File: config.mk
export PLATFORM = sky130hd
export DESIGN_NAME = tecc_timer_ctrl
export DESIGN_NICKNAME = d
export VERILOG_FILES = /design/src/tecc_pkg.sv /design/src/tecc_timer_ctrl.sv
export SDC_FILE = /design/constraint.sdc
export NUM_CORES = 1
export LEC_CHECK = 0
export BUFFER_PORTS_ARGS = -buffer_cell sky130_fd_sc_hd__clkbuf_2
export CAP_MARGIN = 5
export CORE_AREA = 2 2 89 91
export CTS_CLUSTER_SIZE = 28
export DETAILED_ROUTE_END_ITERATION = 8
export DIE_AREA = 0 0 91 93
export GPL_TIMING_DRIVEN = 0
export PLACE_DENSITY = 0.78
export SYNTH_ARGS = -nofsm -noshare
export SYNTH_HDL_FRONTEND = slang
export SYNTH_SLANG_ARGS = --single-unit
File: constraint.sdc
create_clock -name core_clk -period 3.4 [get_ports core_clk]
set_input_delay 1.02 -clock core_clk [delete_from_list [all_inputs] [get_ports core_clk]]
set_output_delay 1.02 -clock core_clk [all_outputs]
set_load 0.02 [all_outputs]
File: src/tecc_pkg.sv
// Purpose: constants shared by the timer/event counter control block
// Assumes: plain register port, 8-bit control registers, 16-bit counter
// Notes: register offsets are word indices on the plain port
package tecc_pkg;
    localparam int unsigned ADDR_W = 3;
    localparam int unsigned DATA_W = 16;
    localparam int unsigned CNT_W = 16;

    // register offsets
    localparam logic [2:0] OFS_CTL0 = 3'h0;
    localparam logic [2:0] OFS_CTL1 = 3'h1;
    localparam logic [2:0] OFS_OUTCTL = 3'h2;
    localparam logic [2:0] OFS_CAPCTL = 3'h3;
    localparam logic [2:0] OFS_EVTCTL = 3'h4;
    localparam logic [2:0] OFS_COUNT = 3'h5;

    // first control register fields
    localparam int unsigned CTL0_RUN_BIT = 7;
    localparam int unsigned CTL0_PRS_LSB = 0;
    // second control register fields
    localparam int unsigned CTL1_SWTRIG_BIT = 6;
    localparam int unsigned CTL1_EEE_BIT = 5;
    localparam int unsigned CTL1_MODE_LSB = 0;
    // event/trigger control fields
    localparam int unsigned EVT_EES_LSB = 2;
    localparam int unsigned EVT_ETS_LSB = 0;

    localparam logic [2:0] PRS_RST = 3'h0;
    localparam logic [7:0] REG8_RST = 8'h00;
    localparam logic [CNT_W-1:0] CNT_RST = 16'h0000;
    localparam logic [CNT_W-1:0] CNT_MAX = 16'hFFFF;

    typedef enum logic [2:0] {
        TECC_MODE_INTERVAL = 3'b000,
        TECC_MODE_EVENT_CNT = 3'b001,
        TECC_MODE_EXT_TRIG = 3'b010,
        TECC_MODE_ONE_SHOT = 3'b011,
        TECC_MODE_PWM = 3'b100,
        TECC_MODE_FREE_RUN = 3'b101,
        TECC_MODE_PULSE_MEAS = 3'b110,
        TECC_MODE_RESERVED = 3'b111
    } tecc_mode_t;

    // edge select codes
    localparam logic [1:0] EDGE_NONE = 2'h0;
    localparam logic [1:0] EDGE_RISE = 2'h1;
    localparam logic [1:0] EDGE_FALL = 2'h2;
    localparam logic [1:0] EDGE_BOTH = 2'h3;
endpackage

File: src/tecc_timer_ctrl.sv
// Purpose: control and configuration logic of a 16-bit timer/event counter
// Assumes: all inputs synchronous to core_clk; software keeps reserved bits zero
// Notes: counter runs only while count_run_enable is set
//
// Summary of operation
// software changes clock_prescale_select only while count_run_enable is 0.
// one write may set count_run_enable and prescale; counting uses new prescale.
// software writes zero to bits 3..6 of the first control register.
// software_trigger acts only in external trigger or one-shot modes.
// software writes zero to bits 3 and 4 of the second control register.
// event count mode counts the external event whatever ext_event_input_enable is.
// ext_event_input_enable and mode change only while stopped; same-value rewrites allowed.
// changing those fields while running is unguaranteed; stop, then rewrite.
// output level and enable change only while stopped; else stop and rewrite.
// output pin follows output_level_invert even while stopped and disabled.
// capture edge fields change only while stopped; else stop and rewrite.
// capture happens only in free-running and pulse width measurement modes.
// event and trigger edge fields change only while stopped; else stop and rewrite.
// event edge select used only when event input enabled or event count mode.
// trigger edge select used only in external trigger or one-shot modes.
//
// Chosen here: the placing of the registers and the address-and-strobe port.
`timescale 1ns/100ps
module tecc_timer_ctrl #(
    parameter int unsigned CHANNELS = 4
) (
    input wire logic core_clk,
    input wire logic rst_n,
    input wire logic [tecc_pkg::ADDR_W-1:0] reg_addr,
    input wire logic [tecc_pkg::DATA_W-1:0] reg_wdata,
    input wire logic reg_wr,
    input wire logic reg_rd,
    output logic [tecc_pkg::DATA_W-1:0] reg_rdata,
    input wire logic ext_event_in,
    input wire logic ext_trigger_in,
    input wire logic [CHANNELS-1:0] capture_in,
    output logic [CHANNELS-1:0] timer_output_pin,
    output logic [CHANNELS-1:0] capture_strobe,
    output logic start_trigger
);
    initial begin
        if (CHANNELS < 1 || CHANNELS > 4) begin
            $error("CHANNELS must be 1 to 4");
        end
    end

    function automatic logic edge_hit(input logic [1:0] sel, input logic prev, input logic cur);
        case (sel)
            tecc_pkg::EDGE_RISE: edge_hit = !prev && cur;
            tecc_pkg::EDGE_FALL: edge_hit = prev && !cur;
            tecc_pkg::EDGE_BOTH: edge_hit = prev != cur;
            default: edge_hit = 1'b0;
        endcase
    endfunction

    ////////////////////////////////////////////////////////////////////////////
    // register file
    // fields are plain storage: writes are never refused while running,
    // so an illegal rewrite shows up at once in the counting logic.
    // reserved bits are dropped on write and read back as zero.
    logic run_q, run_d;
    logic [2:0] prs_q, prs_d;
    logic eee_q, eee_d;
    tecc_pkg::tecc_mode_t mode_q, mode_d;
    logic [7:0] outctl_q, outctl_d;
    logic [7:0] capctl_q, capctl_d;
    logic [7:0] evtctl_q, evtctl_d;
    logic sw_trig;
    logic [tecc_pkg::CNT_W-1:0] cnt_q, cnt_d;

    always_comb begin
        run_d = run_q;
        prs_d = prs_q;
        eee_d = eee_q;
        mode_d = mode_q;
        outctl_d = outctl_q;
        capctl_d = capctl_q;
        evtctl_d = evtctl_q;
        sw_trig = 1'b0;
        if (reg_wr) begin
            case (reg_addr)
                tecc_pkg::OFS_CTL0: begin
                    // run and prescale taken together in one write
                    run_d = reg_wdata[tecc_pkg::CTL0_RUN_BIT];
                    prs_d = reg_wdata[tecc_pkg::CTL0_PRS_LSB +: 3];
                end
                tecc_pkg::OFS_CTL1: begin
                    // a rewrite while running is taken as written; software must stop and rewrite
                    eee_d = reg_wdata[tecc_pkg::CTL1_EEE_BIT];
                    mode_d = tecc_pkg::tecc_mode_t'(reg_wdata[tecc_pkg::CTL1_MODE_LSB +: 3]);
                    // trigger is a write-only pulse, honoured in external trigger and one-shot modes only
                    sw_trig = reg_wdata[tecc_pkg::CTL1_SWTRIG_BIT]
                        && (mode_q == tecc_pkg::TECC_MODE_EXT_TRIG
                        || mode_q == tecc_pkg::TECC_MODE_ONE_SHOT);
                end
                tecc_pkg::OFS_OUTCTL: outctl_d = reg_wdata[7:0];
                tecc_pkg::OFS_CAPCTL: capctl_d = reg_wdata[7:0];
                tecc_pkg::OFS_EVTCTL: evtctl_d = {4'h0, reg_wdata[3:0]};
                default: ;
            endcase
        end
    end

    ////////////////////////////////////////////////////////////////////////////
    // count source and counter
    // the external event replaces the prescaled clock as count source when ext_event_input_enable is set or in event count mode,
    // edges are found by comparing two consecutive samples of each input.
    // the counter and prescaler clear whenever counting is stopped.
    logic [6:0] pdiv_q, pdiv_d;
    logic ev_prev_q, tr_prev_q;
    logic [CHANNELS-1:0] cap_prev_q;
    logic use_event, prs_tick, ev_tick, tr_hit, cnt_tick;
    logic [CHANNELS-1:0] tog_q, tog_d;
    logic wrap;

    always_comb begin
        // prescaler is held clear while stopped so a fresh start uses the new ratio
        pdiv_d = run_q ? pdiv_q + 7'h01 : 7'h00;
        prs_tick = run_q && ((pdiv_q & ((7'h01 << prs_q) - 7'h01)) == ((7'h01 << prs_q) - 7'h01));
        use_event = eee_q || mode_q == tecc_pkg::TECC_MODE_EVENT_CNT;
        ev_tick = use_event && edge_hit(evtctl_q[tecc_pkg::EVT_EES_LSB +: 2], ev_prev_q, ext_event_in);
        tr_hit = (mode_q == tecc_pkg::TECC_MODE_EXT_TRIG || mode_q == tecc_pkg::TECC_MODE_ONE_SHOT)
            && edge_hit(evtctl_q[tecc_pkg::EVT_ETS_LSB +: 2], tr_prev_q, ext_trigger_in);
        cnt_tick = run_q && (use_event ? ev_tick : prs_tick);
        wrap = cnt_tick && cnt_q == tecc_pkg::CNT_MAX;
        if (!run_q) begin
            cnt_d = tecc_pkg::CNT_RST;
        end else if (cnt_tick) begin
            cnt_d = cnt_q + 16'h0001;
        end else begin
            cnt_d = cnt_q;
        end
    end

    ////////////////////////////////////////////////////////////////////////////
    // per-channel output and capture
    logic [CHANNELS-1:0] pin_d, cap_d;
    logic capture_mode;
    assign capture_mode = mode_q == tecc_pkg::TECC_MODE_FREE_RUN
        || mode_q == tecc_pkg::TECC_MODE_PULSE_MEAS;

    genvar gi;
    generate
        for (gi = 0; gi < CHANNELS; gi++) begin : g_ch
            always_comb begin
                // toggle state is only meaningful while running and enabled
                tog_d[gi] = (run_q && outctl_q[2*gi]) ? (tog_q[gi] ^ wrap) : 1'b0;
                // level bit drives the pin directly even with run and enable clear
                pin_d[gi] = outctl_d[2*gi+1] ^ tog_d[gi];
                cap_d[gi] = run_q && capture_mode
                    && edge_hit(capctl_q[2*gi +: 2], cap_prev_q[gi], capture_in[gi]);
            end
        end
    endgenerate

    ////////////////////////////////////////////////////////////////////////////
    // read data
    // read data stand for one cycle after the read strobe, zero otherwise,
    // so a bus that ors several slaves together sees no stale value.
    logic [tecc_pkg::DATA_W-1:0] rdata_d;

    always_comb begin
        rdata_d = 16'h0000;
        if (reg_rd) begin
            case (reg_addr)
                tecc_pkg::OFS_CTL0: rdata_d = {8'h00, run_q, 4'h0, prs_q};
                tecc_pkg::OFS_CTL1: rdata_d = {8'h00, 2'h0, eee_q, 2'h0, mode_q};
                tecc_pkg::OFS_OUTCTL: rdata_d = {8'h00, outctl_q};
                tecc_pkg::OFS_CAPCTL: rdata_d = {8'h00, capctl_q};
                tecc_pkg::OFS_EVTCTL: rdata_d = {8'h00, evtctl_q};
                tecc_pkg::OFS_COUNT: rdata_d = cnt_q;
                default: rdata_d = 16'h0000;
            endcase
        end
    end

    ////////////////////////////////////////////////////////////////////////////
    // state registers
    // every output is taken from a flip-flop here; the pin level
    // follows a write of the level bit one cycle later, even when stopped.
    // the trigger pulse lasts exactly one cycle.
    always_ff @(posedge core_clk or negedge rst_n) begin
        if (!rst_n) begin
            run_q <= 1'b0;
            prs_q <= tecc_pkg::PRS_RST;
            eee_q <= 1'b0;
            mode_q <= tecc_pkg::TECC_MODE_INTERVAL;
            outctl_q <= tecc_pkg::REG8_RST;
            capctl_q <= tecc_pkg::REG8_RST;
            evtctl_q <= tecc_pkg::REG8_RST;
            pdiv_q <= 7'h00;
            cnt_q <= tecc_pkg::CNT_RST;
            ev_prev_q <= 1'b0;
            tr_prev_q <= 1'b0;
            cap_prev_q <= '0;
            tog_q <= '0;
            timer_output_pin <= '0;
            capture_strobe <= '0;
            start_trigger <= 1'b0;
            reg_rdata <= 16'h0000;
        end else begin
            run_q <= run_d;
            prs_q <= prs_d;
            eee_q <= eee_d;
            mode_q <= mode_d;
            outctl_q <= outctl_d;
            capctl_q <= capctl_d;
            evtctl_q <= evtctl_d;
            pdiv_q <= pdiv_d;
            cnt_q <= cnt_d;
            ev_prev_q <= ext_event_in;
            tr_prev_q <= ext_trigger_in;
            cap_prev_q <= capture_in;
            tog_q <= tog_d;
            timer_output_pin <= pin_d;
            capture_strobe <= cap_d;
            start_trigger <= run_q && (sw_trig || tr_hit);
            reg_rdata <= rdata_d;
        end
    end
endmodule

After elaboration in Yosys (flattened, before gate mapping) --
Index checks and enable logic that the tools add are counted.
Word-level totals: RAM bits 0, flip-flop bits (word level) 86, bits in read-only memories 0, bits of input ports 29, output and inout port bits 25, memories kept 0, bits in latches 0
Cells by class: $lt $le $gt $ge 0, muxes and demuxes 20, add/subtract/negate cells 3, reduce and logical (&&, ||, !) cells 50, bitwise gates (word level) 9, eq/ne operators 37, divide/modulo/power cells 0, multiply operators 0, shifts and indexed selects 1
Operator list (number):
- case mux 16 bit (6 select lines) | 1
- two-way mux 16 bit | 3
- logical AND 1 bit | 28
- == test 2 bit, second input constant | 12
- case mux 1 bit (3 select lines) | 6
- adder 16 x 1 -> 16 bit, second input constant | 1
- == test 16 bit, second input constant | 1
- two-way mux 8 bit | 2
- == test 2 x 1 -> 1 bit, second input constant | 6
- == test 3 x 2 -> 1 bit, second input constant | 4
- == test 3 bit, second input constant | 4
- zero test 1 bit | 12
- AND reduction 2 bit | 5
- XOR 1 bit | 8
- adder 7 x 1 -> 7 bit, second input constant | 1
- AND 7 bit | 1
- == test 7 bit | 1
- two-way mux 1 bit | 7
- two-way mux 7 bit | 1
- << shifter 1 x 3 -> 7 bit, first input constant | 1
- subtractor 7 x 1 -> 7 bit, second input constant | 1
- == test 3 x 1 -> 1 bit, second input constant | 2
- inequality test 1 bit | 6
- logical OR 1 bit | 4
- other kinds (2) | 2

Logic depth before layout (Yosys ltp) --
depth after elaboration 11, mapped depth 12

Worst setup path before layout --
No wires, ideal clock.
kind input-to-reg, from in ext_event_in, to reg cnt_q[12] (netlist bit), buffers on the path 0, setup slack 0.761 ns, required time 3.322 ns, arrival 2.561 ns, stages on the path 9, cells stage by stage inv_1 > ha_1 > nand2b_1 > a21boi_0 > o22ai_1 > o41ai_2 > nand3_1 > or4_1 > a21oi_1
Between the ends: cells in the longest elaborated chain, start to end 7, elaborated cells between the ends (all ways) 9
Ends and longest elaborated chain:
- start: declaration | line tecc_timer_ctrl.sv:34 | input wire logic ext_event_in,
- zero test 1 bit | line tecc_timer_ctrl.sv:50 | tecc_pkg::EDGE_FALL: edge_hit = prev && !cur;
- logical AND 1 bit | line tecc_timer_ctrl.sv:50
- case mux 1 bit (3 select lines) (*) | line tecc_timer_ctrl.sv:48 | case (sel)
- logical AND 1 bit (*) | line tecc_timer_ctrl.sv:121 | ev_tick = use_event && edge_hit(evtctl_q[tecc_pkg::EVT_EES_LSB +: 2], ev_prev_q, ext_event_in);
- two-way mux 1 bit (*) | line tecc_timer_ctrl.sv:124 | cnt_tick = run_q && (use_event ? ev_tick : prs_tick);
- logical AND 1 bit (*) | line tecc_timer_ctrl.sv:124
- inequality test 2 x 1 -> 1 bit (no line) (*)
- end signal: assignment | line tecc_timer_ctrl.sv:192 | cnt_q <= tecc_pkg::CNT_RST;
- end signal: assignment | line tecc_timer_ctrl.sv:210 | cnt_q <= cnt_d;
- end: declaration | line tecc_timer_ctrl.sv:69 | logic [tecc_pkg::CNT_W-1:0] cnt_q, cnt_d;
Mark *: on every way between the ends. The rest lies on a longest branch, timed or not. A chain may end at the register's enable or synchronous reset.

Worst setup path in the final report --
from reg prs_q[2], to reg cnt_q[12] (netlist bit)
Between the ends: cells in the longest elaborated chain, start to end 8
Ends and longest elaborated chain:
- start: declaration | line tecc_timer_ctrl.sv:62 | logic [2:0] prs_q, prs_d;
- start signal: assignment | line tecc_timer_ctrl.sv:185 | prs_q <= tecc_pkg::PRS_RST;
- start signal: assignment | line tecc_timer_ctrl.sv:203 | prs_q <= prs_d;
- << shifter 1 x 3 -> 7 bit (*) | line tecc_timer_ctrl.sv:119 | prs_tick = run_q && ((pdiv_q & ((7'h01 << prs_q) - 7'h01)) == ((7'h01 << prs_q) - 7'h01));
- subtractor 7 x 1 -> 7 bit (*) | line tecc_timer_ctrl.sv:119
- AND 7 bit | line tecc_timer_ctrl.sv:119
- == test 7 bit (*) | line tecc_timer_ctrl.sv:119
- logical AND 1 bit (*) | line tecc_timer_ctrl.sv:119
- two-way mux 1 bit (*) | line tecc_timer_ctrl.sv:124
- logical AND 1 bit (*) | line tecc_timer_ctrl.sv:124
- inequality test 2 x 1 -> 1 bit (no line) (*)
Marks and branches as above.

==> flow_summary.json <==
{
  "max_freq_ghz": 0.336,
  "max_cap_violations": 0,
  "cp_max_fo": 8,
  "rows": 32,
  "fin_skew_ns": 0.00981,
  "place_congestion": 0.908,
  "max_slew_margin": 0.295,
  "final_core_util": 0.636,
  "r2r_slack_ns": 0.42,
  "ant_nets": 0,
  "drt_iter0_markers": 192,
  "synth-seq-cells": 86,
  "slew_violations": 0,
  "finalSetupViolations": 0,
  "cts_buffer_depth": 2,
  "path_cells": "clkbuf_1 > nor2_1 > nand2_1 > ha_1 > nor2_1 > a311oi_2 > o211ai_1 > o41ai_2 > nand3_1 > or4_1 > a21oi_1",
  "grt_setup_unrepaired": "no",
  "timing.critical_path.mode_cell": "nor2_1",
  "synthCells": 378,
  "clk_pin_slew_ns": 0.09,
  "hold_viol": 0,
  "cp-start-kind": "flip-flop",
  "initial_utilization": 0.553,
  "drive_above_1_share": 0.223,
  "avgSynthCellArea_um2": 11.0,
  "vias": 2999,
  "fin_crit_sh": 0.875,
  "viasPerCell": 5.54,
  "status": "finished, final reports clean",
  "die_height_um": 93,
  "endpoint": "cnt_q[12]$_DFFE_PN0P_",
  "grt_pass1_vias": 2923,
  "antenna_found_initial": 0,
  "reg2reg_from": "prs_q[2]$_DFFE_PN0P_",
  "dieArea_mm2": 0.00846,
  "layout_common_cells": "dfrtp_1, clkbuf_2, nor2_1",
  "layout_setup_ws_ns": 0.424,
  "leakagePower_nw": 2.25,
  "hold_path_class": "reg2reg",
  "dpl-instance-area_mm2": 0.00454,
  "die_width_um": 91,
  "syn_nets": 422,
  "cts_setup_buffers": 0,
  "synth_area_mm2": 0.00417,
  "grt_max_degree": 54,
  "cts_tree": "done",
  "ios": 54,
  "cts_max_level": 3,
  "grt_pass1_wl_um": 14500,
  "startpoint": "prs_q[2]$_DFFE_PN0P_",
  "clk_latency_ns": 0.36,
  "crit_path_end_kind": "flip-flop",
  "root_buffer": "clkbuf_8",
  "dp.cells": 525,
  "final_area_mm2": 0.00479,
  "crit_arrival_ns": 3.26,
  "io_buffer_count": 44,
  "finalNetCount": 478,
  "dp_worst_setup_slack_ns": 0.385,
  "worst_slew_pin_slew_ns": 1.04,
  "cp.required_ns": 3.69,
  "synth_cell_type_count": 43,
  "drc": 0,
  "clock_sink_count": 86,
  "core_mm2": 0.00753,
  "diodes": 0,
  "r2r_cells": 11,
  "wirelength_um": 8580,
  "gr-total-overflow": 0,
  "cts_made_buffers": 9,
  "slowest_stage": "or4_1",
  "p_per_area_mw_per_mm2": 535,
  "final_common_cell": "dfrtp_1",
  "cts_resized": 0,
  "routedWlPerCell_um": 15.9,
  "fin_crit_ns": 2.98,
  "synth_warnings": 0,
  "tns_ns": 0,
  "cpPeakStageDelay_ns": 0.52,
  "critical_path_class": "reg2reg",
  "dr.pass1.iters": 5,
  "layout-area-overhead-vs-synth_pct": 15.0,
  "hpwl_um": 6140,
  "stdcell_count": 541,
  "synth-seq-area-share": 0.517,
  "holdBufCountCts": 0,
  "ir_worst_vdd_mv": 0.385,
  "r2r_end": "cnt_q[12]$_DFFE_PN0P_",
  "track_usage": 0.219
}
==> layer usage <==
metal	global-route usage	vias up	routed length [µm]
li1	-	1427	-
met1	0.295	1492	3830
met2	0.359	72	4250
met3	0.0500	8	443
met4	0.0669	0	68
met5	0	-	0
==> synthesized netlist by cell type <==
cell	number	share of area
nor4b_1	1	0.0021
o221ai_1	2	0.0042
nand4_4	1	0.0051
o21a_1	1	0.0018
clkbuf_1	13	0.012
nand4_1	5	0.0075
a21boi_0	1	0.0018
o22ai_1	3	0.0045
nand2b_1	4	0.0060
nor3b_1	2	0.0036
nor2b_1	1	0.0015
a311oi_2	1	0.0036
nor3_1	1	0.0012
o21ai_0	9	0.011
dfrtp_1	86	0.52
nand2_1	20	0.018
nand3b_1	4	0.0072
mux2i_2	4	0.013
a21oi_1	15	0.018
ha_1	15	0.045
mux2_2	30	0.081
and2_1	18	0.027
and4_1	1	0.0021
maj3_1	1	0.0024
and3_1	5	0.0075
nand3_1	20	0.024
mux2i_1	16	0.038
o31ai_1	3	0.0054
o41ai_2	1	0.0039
inv_1	21	0.019
or4_1	3	0.0054
buf_4	1	0.0018
and3b_1	1	0.0021
a31oi_1	2	0.0030
nor2_1	34	0.031
or3_1	3	0.0045
xnor2_1	4	0.0084
nor4bb_1	1	0.0024
nand4b_1	1	0.0021
buf_1	1	0.00090
xor2_1	15	0.032
o211ai_1	3	0.0054
a22oi_1	4	0.0072
==> logic make-up (layout without fill, tap and decap cells) <==
group,count (synthesis),count (layout),share of synthesized area
AOI/OAI and AO/OA,45,45,0.0697
DFF,86,86,0.517
buffers and inverters,36,97,0.0333
and+or+nand+nor,126,126,0.160
muxes,50,50,0.133
adders and majority gates,16,16,0.0475
xor gates and xnor gates,19,19,0.0400
==> cell type report <==
cell class	instances	area, µm²
plain buffers	15	60.1
clock buffers	11	141
clock inverters	5	106
fillers	651	2740
inverters	21	78.8
multi-input cells	256	1870
flip-flops and latches	86	2150
well taps	102	128
repair buffers	45	250
==> sequential cells by signal, summed over array words and instances, names as in the netlist, 3 cells and up <==
signal / cells
outctl_q: 8
mode_q: 3
evtctl_q: 4
cnt_q: 16
capture_strobe: 4
tog_q: 4
pdiv_q: 7
timer_output_pin: 4
prs_q: 3
reg_rdata: 16
capctl_q: 8
cap_prev_q: 4
==> worst max-delay path: cells and delay by family, from the launching register on <==
family,cells,cell delay (ns)
AO/OA/AOI/OAI,4,1.02
adder cells (fa/ha/maj),1,0.20
buffers and inverters,1,0.30
flip-flops,1,0.33
AND/OR/NAND/NOR,5,1.04
==> worst min path at each step <==
stage               depth (start not counted)  slack (ns)                   from                 endpoint
floorplan                                   1        0.47  mode_q[2]$_DFFE_PN0P_  start_trigger$_DFF_PN0_
global placement                            1        0.51  cnt_q[10]$_DFFE_PN0P_  reg_rdata[10]$_DFF_PN0_
detailed placement                          1        0.52  cnt_q[14]$_DFFE_PN0P_  reg_rdata[14]$_DFF_PN0_
CTS                                         1        0.54  cnt_q[14]$_DFFE_PN0P_  reg_rdata[14]$_DFF_PN0_
global route                                1        0.57  mode_q[2]$_DFFE_PN0P_  start_trigger$_DFF_PN0_
finish                                      1        0.54    pdiv_q[0]$_DFF_PN0_      pdiv_q[0]$_DFF_PN0_
==> power by group <==
group          switching (mW)  leakage [nW]  total [mW]  internal (mW)
registers               0.102          1.12        1.23           1.13
clock network           0.368         0.120       0.878          0.510
logic                   0.255          1.01       0.454          0.200
==> per-stage QoR <==
step | power, mW | hold slack (ns)
detailed placement | 1.70 | 0.522
finish | 2.56 | 0.538
CTS | 2.57 | 0.542
global route | 2.68 | 0.568
floorplan | 1.54 | 0.470
global placement | 1.67 | 0.510
Power figures use the tool's default switching activity.
